**src/rtl/barrier_pkg.sv**
```systemverilog
// What this block does
// [RULE1] write barrier waits in store queue until retired and older stores writable
// [RULE2] then freeze store-queue writable pointer and notify the cache/system side
// [RULE3] close the open I/O write buffer merge entry before barrier handling
// [RULE4] stall miss and I/O write processing while a barrier is serviced
// [RULE5] internal mode: mark youngest probe entry when counter steps one to zero
// [RULE6] barrier completes only after probe response for the marked entry
// [RULE7] external mode: issue barrier command after stalling miss and I/O writes
// [RULE8] external mode: on barrier-done response, acknowledge and mark youngest probe
// [RULE9] system answers every barrier command with a barrier-done response
// [RULE10] queued TLB entry write after page-table load sets scoreboard bits 4, 0
// [RULE11] data TLB entry write issue starts injected barrier processing
// [RULE12] scoreboard bit 0 stays set while the injected barrier is outstanding
// [RULE13] after injected barrier completes, scoreboard bit 0 is cleared
// [RULE14] instruction TLB fill stalls fetch until probe queue has drained
// [RULE15] instruction fill barrier end resumes prefetch and clears bit 0
// [RULE16] TLB fill barrier enable clear skips barrier injection on fills
// [RULE17] external barrier enable selects system command or internal counting
// [RULE18] uncommitted counter decrements on each commit bit from the system
// [RULE19] counter at 15 stalls miss and I/O writes; probes continue
// [RULE20] on completion release writable pointer and resume miss and I/O writes
package barrier_pkg;
    // register map
    localparam logic [7:0]  CTRL_ADDR    = 8'h00;
    localparam logic [7:0]  STATUS_ADDR  = 8'h04;
    localparam int          CTRL_EXT_BIT = 0;
    localparam int          CTRL_TLB_BIT = 1;
    localparam logic [1:0]  CTRL_RESET   = 2'h2;
    // status layout: count [3:0], state [6:4], bit0 [8], bit4 [9]
    localparam int          ST_CNT_LSB   = 0;
    localparam int          ST_FSM_LSB   = 4;
    localparam int          ST_SB0_BIT   = 8;
    localparam int          ST_SB4_BIT   = 9;
    localparam logic [3:0]  COUNT_MAX    = 4'hf;
    localparam logic [3:0]  COUNT_ONE    = 4'h1;
    localparam logic [3:0]  COUNT_ZERO   = 4'h0;

    typedef enum logic [2:0] {
        ST_IDLE   = 3'h0,
        ST_CLOSE  = 3'h1,
        ST_COUNT  = 3'h3,
        ST_CMD    = 3'h5,
        ST_DONE   = 3'h7,
        ST_RESP   = 3'h2,
        ST_FINISH = 3'h6
    } state_type;

    typedef enum logic [1:0] {
        SRC_WMB  = 2'h0,
        SRC_DTLB = 2'h1,
        SRC_ITLB = 2'h2
    } source_type;
endpackage

```
**src/rtl/memory_barrier_sequencer.sv**
```systemverilog
`timescale 1ns/100ps
`default_nettype none
module memory_barrier_sequencer (
    // clock and reset
    input  wire logic        i_clk,
    input  wire logic        i_srst,
    // wishbone slave
    input  wire logic        i_wb_cyc,
    input  wire logic        i_wb_stb,
    input  wire logic        i_wb_we,
    input  wire logic [7:0]  i_wb_adr,
    input  wire logic [31:0] i_wb_dat,
    input  wire logic [3:0]  i_wb_sel,
    output logic      [31:0] o_wb_dat,
    output logic             o_wb_ack,
    // store queue
    input  wire logic        i_wbar_in_sq,
    input  wire logic        i_wbar_retired,
    input  wire logic        i_older_stores_writable,
    output logic             o_sq_wr_ptr_freeze,
    output logic             o_wbar_done,
    // write buffer and miss file
    output logic             o_io_write_buffer_close_merge,
    output logic             o_maf_io_write_buffer_stall,
    // system port
    input  wire logic        i_txn_issue,
    input  wire logic        i_commit,
    input  wire logic        i_barrier_done_resp,
    output logic             o_barrier_cmd,
    output logic             o_barrier_ack,
    // probe queue
    input  wire logic        i_marked_probe_resp_sent,
    input  wire logic        i_probe_queue_empty,
    output logic             o_mark_probe,
    // fetch and issue
    input  wire logic        i_tlb_write_queued,
    input  wire logic        i_dtlb_write_issued,
    input  wire logic        i_itlb_pte_load_done,
    output logic             o_sb_bit0,
    output logic             o_sb_bit4,
    output logic             o_fetch_stall,
    output logic             o_resume_prefetch
);
    // ****************************************
    // register bus
    // ****************************************
    logic [1:0]  ctrl_q, ctrl_d;
    logic        ack_q, ack_d;
    logic [31:0] rdat_q, rdat_d;
    logic [3:0]  count_q, count_d;
    logic        sb0_q, sb0_d, sb4_q, sb4_d;
    barrier_pkg::state_type  state_q, state_d;
    barrier_pkg::source_type src_q, src_d;
    logic        mode_q, mode_d;
    logic        resp_q, resp_d;
    logic        pend_d_q, pend_d_d, pend_i_q, pend_i_d;
    logic        ext_en, tlb_en, busy, wmb_go, skip;

    assign ext_en = ctrl_q[barrier_pkg::CTRL_EXT_BIT];
    assign tlb_en = ctrl_q[barrier_pkg::CTRL_TLB_BIT];

    // single-wait ack; unmapped reads return zero, writes dropped
    always_comb begin
        ctrl_d = ctrl_q;
        rdat_d = 32'h0;
        ack_d  = i_wb_cyc & i_wb_stb & ~ack_q;
        if (ack_d && i_wb_we && i_wb_sel[0] &&
            i_wb_adr == barrier_pkg::CTRL_ADDR) begin
            ctrl_d = i_wb_dat[1:0];
        end
        if (ack_d && !i_wb_we) begin
            if (i_wb_adr == barrier_pkg::CTRL_ADDR) begin
                rdat_d = {30'h0, ctrl_q};
            end else if (i_wb_adr == barrier_pkg::STATUS_ADDR) begin
                rdat_d[barrier_pkg::ST_CNT_LSB +: 4] = count_q;
                rdat_d[barrier_pkg::ST_FSM_LSB +: 3] = state_q;
                rdat_d[barrier_pkg::ST_SB0_BIT]      = sb0_q;
                rdat_d[barrier_pkg::ST_SB4_BIT]      = sb4_q;
            end
        end
    end

    always_ff @(posedge i_clk) begin
        if (i_srst) begin
            ctrl_q <= barrier_pkg::CTRL_RESET;
            ack_q  <= 1'b0;
            rdat_q <= 32'h0;
        end else begin
            ctrl_q <= ctrl_d;
            ack_q  <= ack_d;
            rdat_q <= rdat_d;
        end
    end

    assign o_wb_ack = ack_q;
    assign o_wb_dat = rdat_q;

    // ****************************************
    // uncommitted transaction counter
    // ****************************************
    // saturates both ways; a commit and an issue together cancel
    always_comb begin
        count_d = count_q;
        // [RULE18] commit decrements
        if (i_commit && !i_txn_issue && count_q != barrier_pkg::COUNT_ZERO) begin
            count_d = count_q - 4'h1;
        end else if (i_txn_issue && !i_commit &&
                     count_q != barrier_pkg::COUNT_MAX) begin
            count_d = count_q + 4'h1;
        end
    end

    always_ff @(posedge i_clk) begin
        if (i_srst) begin
            count_q <= 4'h0;
        end else begin
            count_q <= count_d;
        end
    end

    // ****************************************
    // barrier sequencer
    // ****************************************
    // [RULE1] retired and older stores writable
    assign wmb_go = i_wbar_in_sq & i_wbar_retired & i_older_stores_writable;
    assign busy   = state_q != barrier_pkg::ST_IDLE &&
                    state_q != barrier_pkg::ST_FINISH;
    // [RULE16] fills with injection disabled skip the barrier
    assign skip   = i_dtlb_write_issued & ~tlb_en;

    always_comb begin
        state_d            = state_q;
        src_d              = src_q;
        mode_d             = mode_q;
        resp_d             = resp_q;
        pend_d_d           = pend_d_q | (i_dtlb_write_issued & tlb_en);
        pend_i_d           = pend_i_q | (i_itlb_pte_load_done & tlb_en);
        o_io_write_buffer_close_merge = 1'b0;
        o_barrier_cmd      = 1'b0;
        o_barrier_ack      = 1'b0;
        o_mark_probe       = 1'b0;
        o_wbar_done        = 1'b0;
        o_resume_prefetch  = 1'b0;
        case (state_q)
            barrier_pkg::ST_IDLE: begin
                resp_d = 1'b0;
                // [RULE17] mode captured per barrier
                mode_d = ext_en;
                // [RULE11] fills take priority over store barriers
                if (pend_d_q) begin
                    pend_d_d = 1'b0;
                    src_d    = barrier_pkg::SRC_DTLB;
                    state_d  = barrier_pkg::ST_CLOSE;
                end else if (pend_i_q) begin
                    pend_i_d = 1'b0;
                    src_d    = barrier_pkg::SRC_ITLB;
                    state_d  = barrier_pkg::ST_CLOSE;
                end else if (wmb_go) begin
                    src_d    = barrier_pkg::SRC_WMB;
                    state_d  = barrier_pkg::ST_CLOSE;
                end
            end
            barrier_pkg::ST_CLOSE: begin
                // [RULE3] close merge entry first
                o_io_write_buffer_close_merge = 1'b1;
                state_d = mode_q ? barrier_pkg::ST_CMD : barrier_pkg::ST_COUNT;
            end
            barrier_pkg::ST_COUNT: begin
                // [RULE5] step one to zero, or already drained
                if (count_q == barrier_pkg::COUNT_ZERO ||
                    (count_q == barrier_pkg::COUNT_ONE &&
                     count_d == barrier_pkg::COUNT_ZERO)) begin
                    o_mark_probe = 1'b1;
                    state_d      = barrier_pkg::ST_RESP;
                end
            end
            barrier_pkg::ST_CMD: begin
                // [RULE7] command after the stall is up
                o_barrier_cmd = 1'b1;
                state_d       = barrier_pkg::ST_DONE;
            end
            barrier_pkg::ST_DONE: begin
                // [RULE8] ack and mark on done response
                if (i_barrier_done_resp) begin
                    o_barrier_ack = 1'b1;
                    o_mark_probe  = 1'b1;
                    state_d       = barrier_pkg::ST_RESP;
                end
            end
            barrier_pkg::ST_RESP: begin
                // [RULE6] wait for the marked probe response
                resp_d = resp_q | i_marked_probe_resp_sent;
                // [RULE14] instruction fills also wait for drain
                if (resp_d && (src_q != barrier_pkg::SRC_ITLB ||
                               i_probe_queue_empty)) begin
                    state_d = barrier_pkg::ST_FINISH;
                end
            end
            barrier_pkg::ST_FINISH: begin
                o_wbar_done       = src_q == barrier_pkg::SRC_WMB;
                // [RULE15] resume prefetch at end
                o_resume_prefetch = src_q == barrier_pkg::SRC_ITLB;
                state_d           = barrier_pkg::ST_IDLE;
            end
            default: begin
                state_d = barrier_pkg::ST_IDLE;
            end
        endcase
    end

    always_ff @(posedge i_clk) begin
        if (i_srst) begin
            state_q  <= barrier_pkg::ST_IDLE;
            src_q    <= barrier_pkg::SRC_WMB;
            mode_q   <= 1'b0;
            resp_q   <= 1'b0;
            pend_d_q <= 1'b0;
            pend_i_q <= 1'b0;
        end else begin
            state_q  <= state_d;
            src_q    <= src_d;
            mode_q   <= mode_d;
            resp_q   <= resp_d;
            pend_d_q <= pend_d_d;
            pend_i_q <= pend_i_d;
        end
    end

    // [RULE2] [RULE20] pointer frozen only while busy
    assign o_sq_wr_ptr_freeze = busy && src_q == barrier_pkg::SRC_WMB;
    // [RULE4] [RULE19] stall while busy or saturated
    assign o_maf_io_write_buffer_stall   = busy || count_q == barrier_pkg::COUNT_MAX;
    // [RULE14] fetch held during instruction fill
    // held from the load completing, not only once the sequencer starts
    assign o_fetch_stall      = (busy && src_q == barrier_pkg::SRC_ITLB) ||
                                pend_i_q ||
                                (i_itlb_pte_load_done && tlb_en);

    // ****************************************
    // scoreboard bits
    // ****************************************
    // a new queued write wins over a same-cycle clear
    always_comb begin
        sb4_d = sb4_q;
        sb0_d = sb0_q;
        if (i_dtlb_write_issued || i_itlb_pte_load_done) begin
            sb4_d = 1'b0;
        end
        // [RULE13] clear bit 0 at end, or at once when skipped
        if ((state_q == barrier_pkg::ST_FINISH &&
             src_q != barrier_pkg::SRC_WMB) || skip) begin
            sb0_d = 1'b0;
        end
        // [RULE10] set both bits on queue
        if (i_tlb_write_queued) begin
            sb4_d = 1'b1;
            sb0_d = 1'b1;
        end
    end

    always_ff @(posedge i_clk) begin
        if (i_srst) begin
            sb4_q <= 1'b0;
            sb0_q <= 1'b0;
        end else begin
            sb4_q <= sb4_d;
            sb0_q <= sb0_d;
        end
    end

    // [RULE12] bit 0 drives the issue block
    assign o_sb_bit0 = sb0_q;
    assign o_sb_bit4 = sb4_q;
endmodule
`default_nettype wire

```
**config.mk**
```make
export PLATFORM = sky130hd
export DESIGN_NAME = memory_barrier_sequencer
export DESIGN_NICKNAME = d
export VERILOG_FILES = /design/src/rtl/barrier_pkg.sv /design/src/rtl/memory_barrier_sequencer.sv
export SDC_FILE = /design/constraint.sdc
export NUM_CORES = 1
export LEC_CHECK = 0
export ABC_AREA = 1
export BUFFER_PORTS_ARGS = -buffer_cell sky130_fd_sc_hd__clkbuf_2
export CELL_PAD_IN_SITES_DETAIL_PLACEMENT = 1
export CELL_PAD_IN_SITES_GLOBAL_PLACEMENT = 2
export CORE_MARGIN = 1.5
export CORE_UTILIZATION = 20
export CTS_CLUSTER_DIAMETER = 30
export DETAILED_ROUTE_END_ITERATION = 8
export PLACE_DENSITY = 0.91
export SLEW_MARGIN = 20
export SYNTH_ARGS = -nofsm -noshare
export SYNTH_HDL_FRONTEND = slang
export SYNTH_SLANG_ARGS = --single-unit
```
**constraint.sdc**
```tcl
create_clock -name i_clk -period 1.94 [get_ports i_clk]
set_input_delay 0.097 -clock i_clk [delete_from_list [all_inputs] [get_ports i_clk]]
set_output_delay 0.097 -clock i_clk [all_outputs]
set_load 0.01 [all_outputs]
```
# Yosys cells after proc, flatten, opt, wreduce, memory -nomap -nowiden
# Cells that the tools add are included.
# classes
add_sub_neg,2
mul,0
div,0
n_lt_le_gt_ge,0
n_eq_ne,17
n_shift,0
mux,33
bitwise_logic,14
reduce_logical,41
# op_table
cell,count
$mux W3,7
$pmux W3 S6,1
$mux W1,16
$logic_and A1 B1 Y1,15
$mux W7,2
$eq A3 B3 Y1 const B,3
$eq A8 B3 Y1 const B,1
$logic_not A4 Y1,2
$logic_not A8 Y1,1
$mux W4,2
$ne A2 B2 Y1 const B,4
$ne A4 B4 Y1 const B,2
$reduce_bool A2 Y1,4
$and A1 B1 Y1,7
$logic_or A1 B1 Y1,7
$eq A3 B2 Y1 const B,2
$mux W2,3
$reduce_bool A3 Y1,2
$add A4 B1 Y4 const B,1
$eq A4 B1 Y1 const B,1
$eq A4 B4 Y1 const B,1
$not A1 Y1,4
$pmux W1 S2,2
$reduce_and A4 Y1,1
other kinds (12),16
# totals
register_bits,50
latch_bits,0
mem_bits_rw,0
mem_bits_ro,0
in_bits,60
n_memories,0

# Logic depth before layout (Yosys ltp)
# Gate-level depths: netlist of run 1.
# depth
word_depth,10
mapped_depth,13
mapped_depth_nobuf,13

# Least setup slack after synthesis of run 1
# No wires, ideal clock.
# synth_timing
kind,register to register
startpoint,register count_q[0]
endpoint,register state_q[2]
setup_ns,0.115
arrival_ns,1.446
required_time_ns,1.825
path_slack_ns,0.379
stages_incl_launch_ff,10
path_cell_list,dfxtp_1 > inv_1 > ha_1 > or2_1 > a21oi_1 > a21oi_1 > nand2_1 > nand3_2 > a21oi_1 > nor2_1
# synth_via
elab_chain_cells,9
elab_cells_between_ends,15
# synth_lines
item,line,text
start: declaration,memory_barrier_sequencer.sv:50,"logic [3:0] count_q, count_d;"
start signal: assignment,memory_barrier_sequencer.sv:117,count_q <= count_d;
branches (longest 6 deep; another with $add A4 B1 Y4),-,
$logic_or A1 B1 Y1 *,memory_barrier_sequencer.sv:170,if (count_q == barrier_pkg::COUNT_ZERO ||
$ne A2 B2 Y1 (no line) *,-,
$reduce_and A4 Y1 (no line) *,-,
end signal: assignment,memory_barrier_sequencer.sv:213,state_q <= barrier_pkg::ST_IDLE;
end signal: assignment,memory_barrier_sequencer.sv:220,state_q <= state_d;
end: declaration,memory_barrier_sequencer.sv:52,"barrier_pkg::state_type state_q, state_d;"
# Every way passes the cells marked *.
# A chain may end at the register's enable or synchronous reset.

# Final worst setup path of run 1
# layout_timing
startpoint,register count_q[1]
endpoint,register count_q[1]
# layout_via
elab_chain_cells,4
elab_cells_between_ends,8
# layout_lines
item,line,text
branches (longest 3 deep; another with $add A4 B1 Y4),-,
$mux W4 *,memory_barrier_sequencer.sv:105,if (i_commit && !i_txn_issue && count_q != barrier_pkg::COUNT_ZERO) begin
# Marked as above.

==> reports/metrics.csv, run 1 <==
stage;metric;value;unit
status;outcome;finished with violations;
status;violations;negative setup slack;
clocking;insertion_delay;280;ps
power_and_ir_drop;p_comb_frac;0.419;
sta;period_needed;1960;ps
power_and_ir_drop;swShare;0.402;
die;die_area;7920;um^2
clocking;cts_tree;built;
synthesis;seq_area_frac_synth;0.365;
power_and_ir_drop;power;1.80;mW
critical_path;worstPathRequired;2160;ps
grt;grt_util_all_layers;0.111;
routing;remaining_drc_errors;0;
grt;antenna_found_initial;0;
routing;vias;1498;
critical_path;worstSetupPathType;reg2reg;
sta;setup_viol;1;
synthesis;yosysWarningCount;0;
critical_path;rrSetupSlack;-20;ps
critical_path;cp_top_family;buffers and inverters;
routing;drt-pass1-iter-count;4;
clocking;cts_inserted_buffers;3;
synthesis;syn_area_per_cell;7.14;um^2
sta;fin_crit_sh;1.01;
final_layout;drive_above_1_share;0.377;
critical_path;path_cells;ha_4, nand3_4, nand2_4, nand2_2, nand3_2, buf_4, buf_4, buf_4, buf_4, buf_4, buf_4, buf_4, a21oi_2;
sta;setup_ws;-16.6;ps
critical_path;end_kind;flop;
final_layout;design_area;2030;um^2
power_and_ir_drop;seqPwrFrac;0.396;
placed_design;portBuffers;47;
critical_path;cp_slowest_stage_delay;390;ps
sta;tns;-16.6;ps
routing;antenna_left;0;
critical_path;r2r-start;count_q[1];
clocking;root_buffer;clkbuf_8;
grt;grt_max_degree;16;
die;rows;31;
hold_path;hp-class;in2reg;
critical_path;r2r_cells;13;
sta;slew_headroom;0.657;
die;initial_core_util;0.205;
power_and_ir_drop;p_int;1.07;mW
synthesis;ys_async_sr_fraction;0;
power_and_ir_drop;p_sw;0.722;mW
critical_path;endpoint;count_q[1];
grt;grt_pass1_wl;6800;um
die;die_h;89.0;um
critical_path;start_kind;flop;
critical_path;worstReg2RegEnd;count_q[1];
synthesis;synth_cells;207;
grt;grt-ovfl-total;0;
sta;holdWs;57.1;ps
clocking;cts.clk_slew.worst_paths;100;ps
clocking;h-tree-depth;1;
sta;finalHoldViolCount;0;
routing;wire_per_inst;12.2;um
synthesis;netlist_area;1480;um^2
final_layout;diodes;0;
placed_design;post-dp-hpwl;3290;um
synthesis;ys.flop_type;dfxtp_1;
critical_path;cp-startpoint;count_q[1];
synthesis;synth_edf_count;0;
power_and_ir_drop;p_per_area;884;nW/um^2
sta;fmax;511;MHz
final_layout;multi_input_area;838;um^2
die;pin_count;104;
critical_path;cp_num_cells;13;
placed_design;dpl_cell_area;1750;um^2
final_layout;nNetsFinal;337;
final_layout;synthToLayoutAreaGrowth;37.4;%
critical_path;cp_num_buf_inv;7;
routing;via_per_inst;4.03;
sta;finClkSkew;4.29;ps
die;core_area;7210;um^2
clocking;clkSinkCount;27;
final_layout;fillers;917;
routing;first_iter_violations;33;
job;cap_violations;0;
power_and_ir_drop;pwr-share-clk;0.185;
sta;tightestPinTransition;511;ps
routing;wl;4530;um
clocking;ctsHoldBuffers;0;
synthesis;synth.distinct_cells;32;
die;dieWidth;89.0;um
power_and_ir_drop;p_leak;0.953;nW
critical_path;crit_slowest_cell;dfxtp_4;
synthesis;synth-seq-cells;27;
placed_design;place_congestion;0.798;
final_layout;final_util;0.282;
critical_path;cpMostUsedCell;buf_4;
sta;grt_setup_unrepaired;yes;
clocking;clockBufferDepth;2;
critical_path;critical_path.max_fanout;6;
final_layout;register_area;551;um^2
critical_path;cp.arrival;2170;ps
power_and_ir_drop;ir_drop;0.324;mV
grt;first_global_vias;1492;
sta;slew_viol_final;0;
synth_stat cells, types with 2 or more instances:
master    n  area, um^2
a21oi_1  13        65.1
buf_4    23         173
dfxtp_1  27         541
ha_1      3        37.5
inv_1    23        86.3
nand2_1  22        82.6
nand2_2   4        25.0
nand3_1  13        65.1
nand3_2   2        20.0
nor2_1   38         143
nor3_1    7        35.0
o21ai_0   9        45.0
o22ai_1   3        18.8
or2_2     2        12.5
metrics by stage:
step	worst slack (ps)	cells
2_1_floorplan	379	229
3_3_place_gp	149	352
3_5_place_dp	109	352
4_1_cts	18.3	367
5_1_grt	-115	372
6_report	-16.6	372
layout make-up:
| type | instances | area share |
|---|---|---|
| Clock inverter | 1 | 0.00246 |
| Tap cell | 99 | 0.0610 |
| Multi-Input combinational cell | 152 | 0.413 |
| Clock buffer | 3 | 0.0203 |
| Timing Repair Buffer | 66 | 0.186 |
| Inverter | 24 | 0.0468 |
| Sequential cell | 27 | 0.271 |
state kept, by name, indices dropped and copies added (netlist names):
register / cells
o_wb_dat: 9
pend_i_q: 1
o_sb_bit4: 1
ctrl_q: 2
mode_q: 1
o_wb_ack: 1
resp_q: 1
count_q: 4
o_sb_bit0: 1
src_q: 2
state_q: 3
pend_d_q: 1
layer usage:
layer  wire length (um)  share of wire  GRT usage
met1               2050           0.45      0.130
met2               2180           0.48      0.208
met3                221          0.049     0.0166
met4                 82          0.018     0.0364
met5                  0              0          0
layout by cell type, fill, tap and decap left out, drive strengths merged:
cell type | synthesis | layout
a211oi | 1 | 1
a21oi | 13 | 13
a221oi | 1 | 1
buf | 25 | 20
clkbuf | 1 | 49
clkinv | 0 | 1
conb | 1 | 23
dfxtp | 27 | 27
ha | 3 | 3
inv | 24 | 24
nand2 | 27 | 27
nand3 | 15 | 15
nand3b | 1 | 1
nor2 | 39 | 39
nor3 | 8 | 8
nor3b | 1 | 1
nor4 | 1 | 1
nor4b | 1 | 1
o21ai | 10 | 10
o22ai | 3 | 3
or2 | 3 | 3
xnor2 | 1 | 1
xor2 | 1 | 1
logic make-up (layout without fill, tap and decap cells):
group	Yosys count	after routing	share of synthesized area
compound gates	28	28	0.102
buf+inv	50	94	0.191
other cells	1	23	0.00254
simple gates	96	96	0.302
fa+ha+maj	3	3	0.0254
flops	27	27	0.365
xor+xnor	2	2	0.0118
power groups by stage:
stage | logic (mW) | clock network (mW) | registers (mW)
6_report | 0.753 | 0.332 | 0.712
5_1_grt | 0.835 | 0.377 | 0.724
4_1_cts | 0.701 | 0.352 | 0.709
3_5_place_dp | 0.638 | 0 | 0.715
3_3_place_gp | 0.618 | 0 | 0.709
2_1_floorplan | 0.482 | 0 | 0.677
how the worst min path moves through the flow:
| stage | end | startpoint | cells past startpoint |
|---|---|---|---|
| 2_1_floorplan | pend_d_q | i_srst | 1 |
| 3_5_place_dp | o_sb_bit0 | i_tlb_write_queued | 3 |
| 5_1_grt | o_sb_bit0 | i_tlb_write_queued | 3 |
| 3_3_place_gp | o_sb_bit0 | i_tlb_write_queued | 3 |
| 4_1_cts | o_sb_bit4 | i_tlb_write_queued | 3 |
| 6_report | o_sb_bit4 | i_tlb_write_queued | 3 |
tightest hold or removal path, delay by kind of cell:
family / cells / cell delay [ps]
simple gates: 2 / 110
buf+inv: 1 / 90
repair_timing:
item                                    4_1_cts  5_1_grt
gates cloned                                  0        0
pin swaps                                     4       11
buffers inserted                             11        5
resized for setup                            17       17
endpoints found under the setup margin        1        3
Power figures use the tool's default switching activity.
==> inputs of run 2 (changes only) <==
--- a/config.mk
+++ b/config.mk
@@ -13,7 +13,7 @@
 export CORE_UTILIZATION = 20
 export CTS_CLUSTER_DIAMETER = 30
 export DETAILED_ROUTE_END_ITERATION = 8
-export PLACE_DENSITY = 0.91
+export PLACE_DENSITY = 0.84
 export SLEW_MARGIN = 20
 export SYNTH_ARGS = -nofsm -noshare
 export SYNTH_HDL_FRONTEND = slang
==> run 2 against run 1 <==
Compared with the run above:
- the run now ends clean
- first-iteration DRC count decreased by 18%
- die area unchanged
- sequential power about the same
- critical endpoint is now o_mark_probe
==> reports/metrics.csv, run 2 (synthesized netlist as in run 1, its figures left out) <==
stage;metric;value;unit;change
sta;period_needed;1900;ps;-58.4 ps
routing;wire_per_inst;11.6;um;-4.7%
critical_path;r2r-start;count_q[0];;
clocking;cts.clk_slew.worst_paths;100;ps;about the same
grt;grt_pass1_wl;6520;um;-4.2%
status;outcome;complete, no violations;;
critical_path;end_kind;output port;;
critical_path;start_kind;flop;;
critical_path;critical_path.max_fanout;6;;unchanged
sta;grt_setup_unrepaired;yes;;
clocking;root_buffer;clkbuf_8;;
final_layout;final_cell_mix;46 x clkbuf_2, 37 x nor2_1, 23 x conb_1, 23 x dfxtp_1;;
grt;first_global_vias;1450;;-2.8%
die;core_area;7210;um^2;unchanged
routing;drt-pass1-iter-count;4;;unchanged
grt;grtUsageMet1;0.139;;+0.00915
clocking;clkSinkCount;27;;unchanged
placed_design;dp.cells;353;;+0.28%
final_layout;layout_commonest_cell;clkbuf_2;;
clocking;cts_tree;built;;
final_layout;diodes;0;;unchanged
grt;grt-ovfl-total;0;;unchanged
grt;grt_use_met3;0.0323;;+0.0157
grt;grtUsageMet2;0.175;;-0.0331
routing;remaining_drc_errors;0;;unchanged
die;dieWidth;89.0;um;unchanged
sta;fin_crit_sh;0.978;;-0.0301
routing;wl;4250;um;-6.2%
critical_path;worstReg2RegEnd;state_q[2];;
sta;finClkSkew;7.42;ps;+3.13 ps
clocking;h-tree-depth;1;;unchanged
hold_path;hp-class;in2reg;;
critical_path;worstPathRequired;1840;ps;-320 ps
final_layout;final_util;0.273;;-0.00867
routing;antenna_left;0;;unchanged
die;die_h;89.0;um;unchanged
clocking;cts_inserted_buffers;3;;unchanged
clocking;ctsHoldBuffers;0;;unchanged
critical_path;worstSetupPathType;reg2out;;
clocking;clockBufferDepth;2;;unchanged
grt;gr-max-usage-layer;met2;;
placed_design;place_congestion;0.745;;-6.6%
grt;antenna_found_initial;0;;unchanged
placed_design;post-dp-hpwl;3200;um;-2.6%
grt;grt_util_all_layers;0.107;;-0.00456
placed_design;portBuffers;47;;unchanged
die;initial_core_util;0.205;;unchanged
final_layout;largest_register_ffs;9;;unchanged
die;pin_count;104;;unchanged
placed_design;pre_cts_ws;68.0;ps;-40.8 ps
sta;setup_viol;0;;-1
routing;via_per_inst;4.00;;-0.60%
job;cap_violations;0;;unchanged
power_and_ir_drop;p_per_area;878;nW/um^2;-0.70%
final_layout;nNetsFinal;331;;-1.8%
grt;grt_max_degree;16;;unchanged
hold_path;min_to;o_sb_bit4;;
clocking;insertion_delay;270;ps;about the same
critical_path;rrSetupSlack;140;ps;+160 ps
sta;setup_ws;41.8;ps;+58.4 ps
final_layout;fillers;927;;+1.1%
sta;slew_viol_final;0;;unchanged
hold_path;hold_depth;3;;unchanged
final_layout;drive_above_1_share;0.356;;-0.0215
final_layout;final_cell_count_no_fill;366;;-1.6%
hold_path;hold_start;i_tlb_write_queued;;
sta;fmax;527;MHz;+3.1%
critical_path;cp.arrival;1800;ps;-370 ps
die;die_area;7920;um^2;unchanged
routing;vias;1465;;-2.2%
final_layout;synthToLayoutAreaGrowth;33.2;%;
power_and_ir_drop;ir_drop;0.333;mV;+2.6%
power_and_ir_drop;p_leak;0.931;nW;-2.3%
routing;first_iter_violations;27;;-18%
sta;finalHoldViolCount;0;;unchanged
critical_path;r2r_cells;14;;+1
die;rows;31;;unchanged
[run 2: power by group]
part / total [mW] / internal [mW] / leakage [nW] / switching, mW
combinational: 0.697 / 0.276 / 0.683 / 0.421
clock: 0.324 / 0.144 / 0.0255 / 0.180
sequential: 0.709 / 0.625 / 0.223 / 0.0838
[run 2: final cells by class]
cell class              count  area [um^2]  share of cell area
multi-input cells         152          817               0.415
flip-flops and latches     27          551               0.280
repair buffers             60          337               0.171
well taps                  99          124              0.0629
inverters                  24         95.1              0.0483
clock buffers               3         41.3              0.0210
clock inverters             1         5.00             0.00254
[run 2: through the flow]
step	instance area [um^2]	total power, mW	TNS [ps]	hold slack, ps
after floorplan	1560	1.16	0	176
after global placement	1760	1.33	0	337
after detailed placement	1760	1.35	0	337
after CTS	1890	1.72	0	50.3
after global routing	1970	1.87	-105	75.6
final	1970	1.73	0	59.2
[run 2: what timing repair did]
action / CTS / global route
endpoints found under the setup margin: 1 / 1
setup buffers: 4 / 5
gates resized for setup: 19 / 12
pin swaps: 7 / 7
endpoints found under the hold margin: 0 / 0
[run 2: critical path, stage by stage, from the launching register on]
cell and delay (ps):
dfxtp_4 390, ha_4 180, nand3_4 80, nand2_4 90, buf_6 130, nand3_2 80
nand3_2 80, nor2_2 90, nand2_1 70, nand2_1 70, nand2_1 60, o21ai_1 70
buf_2 140
[run 2: worst max path at each step]
stage / start / to / slack [ps] / cells past startpoint
final: count_q[0] / o_mark_probe / 40 / 12
after CTS: count_q[1] / o_mark_probe / 10 / 12
after floorplan: count_q[0] / state_q[2] / 380 / 9
after detailed placement: count_q[0] / o_mark_probe / 70 / 12
after global routing: count_q[1] / o_mark_probe / -100 / 11
after global placement: count_q[0] / o_mark_probe / 130 / 12
[run 2: layer usage]
layer  wire (um)  part of all wire
met5           0                 0
met4          25            0.0059
met3         321             0.076
met2        1910              0.45
met1        2000              0.47
==> inputs of run 3 (changes only) <==
--- a/config.mk
+++ b/config.mk
@@ -14,6 +14,7 @@
 export CTS_CLUSTER_DIAMETER = 30
 export DETAILED_ROUTE_END_ITERATION = 8
 export PLACE_DENSITY = 0.84
+export SETUP_SLACK_MARGIN = 0.05
 export SLEW_MARGIN = 20
 export SYNTH_ARGS = -nofsm -noshare
 export SYNTH_HDL_FRONTEND = slang
==> run 3 against run 2 <==
Compared with the run above:
- largest power group is now combinational logic
- sequential power about the same
- first-iteration DRC count down 22%
- global-route usage up 0.33 points
- clock-buffer cell count unchanged
- non-clock buffer count unchanged
- clock skew down 5.7 ps
- power up 2.3%
==> reports/metrics.csv, run 3 (synthesized netlist as in run 1, its figures left out) <==
stage;metric;value;unit;change
final_layout;diodes;0;;unchanged
die;die_h;89.0;um;unchanged
clocking;ctsHoldBuffers;0;;unchanged
placed_design;post-dp-hpwl;3200;um;unchanged
grt;grt_max_degree;16;;unchanged
die;pin_count;104;;unchanged
clocking;root_buffer;clkbuf_8;;
power_and_ir_drop;p_per_area;890;nW/um^2;+1.3%
sta;grt_setup_unrepaired;yes;;
routing;drt-pass1-iter-count;4;;unchanged
final_layout;layout_commonest_cell;clkbuf_2;;
placed_design;portBuffers;47;;unchanged
clocking;h-tree-depth;1;;unchanged
sta;finalHoldViolCount;0;;unchanged
final_layout;final_cell_mix;46 x clkbuf_2, 37 x nor2_1, 23 x conb_1, 23 x dfxtp_1;;
power_and_ir_drop;p_leak;0.926;nW;-0.58%
critical_path;endpoint;o_mark_probe;;
critical_path;r2r_cells;13;;-1
critical_path;worstPathRequired;1840;ps;about the same
routing;antenna_left;0;;unchanged
sta;slew_viol_final;0;;unchanged
final_layout;drive_above_1_share;0.356;;unchanged
sta;period_needed;1870;ps;-27.8 ps
clocking;insertion_delay;270;ps;about the same
routing;wire_per_inst;11.8;um;+1.3%
sta;holdWs;59.1;ps;-0.148 ps
clocking;cts_tree;built;;
grt;grt-ovfl-total;0;;unchanged
final_layout;largest_register_ffs;9;;unchanged
sta;tns;0;ps;unchanged
clocking;clockBufferDepth;2;;unchanged
die;initial_core_util;0.205;;unchanged
grt;grt_util_all_layers;0.110;;+0.00327
grt;antenna_found_initial;0;;unchanged
critical_path;rrSetupSlack;180;ps;+40 ps
critical_path;worstSetupPathType;reg2out;;
clocking;cts_inserted_buffers;3;;unchanged
grt;grt_pass1_wl;6670;um;+2.2%
clocking;clkSinkCount;27;;unchanged
critical_path;start_kind;flop;;
critical_path;cp-startpoint;count_q[0];;
critical_path;cp.arrival;1770;ps;-30 ps
clocking;cts.clk_slew.worst_paths;100;ps;about the same
sta;fin_crit_sh;0.964;;-0.0144
critical_path;r2r-start;count_q[0];;
job;cap_violations;0;;unchanged
critical_path;worstReg2RegEnd;state_q[2];;
routing;first_iter_violations;21;;-22%
grt;first_global_vias;1467;;+1.2%
die;die_area;7920;um^2;unchanged
routing;remaining_drc_errors;0;;unchanged
sta;setup_viol;0;;unchanged
hold_path;hp-class;in2reg;;
routing;via_per_inst;4.03;;+0.68%
sta;finClkSkew;1.70;ps;-5.72 ps
power_and_ir_drop;ir_drop;0.334;mV;+0.31%
die;dieWidth;89.0;um;unchanged
status;outcome;complete, no violations;;
routing;vias;1475;;+0.68%
sta;fmax;535;MHz;+1.5%
final_layout;nNetsFinal;331;;unchanged
final_layout;design_area;1990;um^2;+0.95%
critical_path;end_kind;output port;;
placed_design;place_congestion;0.745;;unchanged
die;core_area;7210;um^2;unchanged
critical_path;critical_path.max_fanout;6;;unchanged
die;rows;31;;unchanged
final_layout;synthToLayoutAreaGrowth;34.4;%;
placed_design;dpl_cell_area;1760;um^2;unchanged
routing;wl;4310;um;+1.3%
-- run 3: cell types whose count changed in the layout (fill, tap and decap cells not counted) --
cell / previous run / this run
nor3b_2: 1 / 0
nor3b_4: 0 / 1
buf_6: 1 / 0
inv_2: 2 / 1
nand2_8: 0 / 1
nand2_2: 5 / 4
inv_4: 2 / 3
buf_4: 12 / 13
-- run 3: how the worst min path moves through the flow --
stage,startpoint,end,slack (ps),cells after the start
final,i_tlb_write_queued,o_sb_bit4,60,3
after global placement,i_tlb_write_queued,o_sb_bit0,340,3
after floorplan,i_srst,pend_d_q,180,1
after global routing,i_tlb_write_queued,o_sb_bit0,80,3
after CTS,i_tlb_write_queued,o_sb_bit0,50,3
after detailed placement,i_tlb_write_queued,o_sb_bit0,340,3
-- run 3: layout make-up --
class	instances	area, um^2
clock buffers	3	41.3
clock inverters	1	5.00
multi-input cells	152	837
well taps	99	124
inverters	24	97.6
fillers	926	5230
flip-flops and latches	27	551
repair buffers	60	333
-- run 3: critical path, stage by stage, from the launching register on --
cell and delay (ps):
dfxtp_4 390, ha_4 180, nand3_4 80, nand2_4 90
nand2_1 80, o21ai_1 70, a21oi_2 180, nand2_1 90
nand2_1 70, nand2_1 60, o21ai_1 70, buf_2 140
-- run 3: metal layers --
metal  wire (um)  up-vias  global-route usage
li1            -      738                   -
met1        2000      680               0.138
met2        1970       55               0.194
met3         321        2              0.0314
met4          10        0              0.0126
met5           0        -                   0
-- run 3: where the power goes --
| group | internal (mW) | switching, mW |
|---|---|---|
| clock | 0.144 | 0.187 |
| combinational | 0.291 | 0.434 |
| sequential | 0.625 | 0.0868 |
-- run 3: per-stage QoR --
step / power (mW) / std cells / worst slack [ps] / utilization
6_report: 1.77 / 366 / 69.7 / 0.276
5_1_grt: 1.90 / 366 / -83.1 / 0.276
4_1_cts: 1.75 / 364 / 52.1 / 0.269
3_5_place_dp: 1.35 / 353 / 68.0 / 0.244
3_3_place_gp: 1.33 / 353 / 131 / 0.244
2_1_floorplan: 1.16 / 229 / 379 / -
-- run 3: what timing repair did --
| action | in CTS | in global routing |
|---|---|---|
| buffers inserted | 7 | 2 |
| gates resized for setup | 27 | 7 |
| setup endpoints to repair | 1 | 1 |
| pin swaps | 9 | 6 |
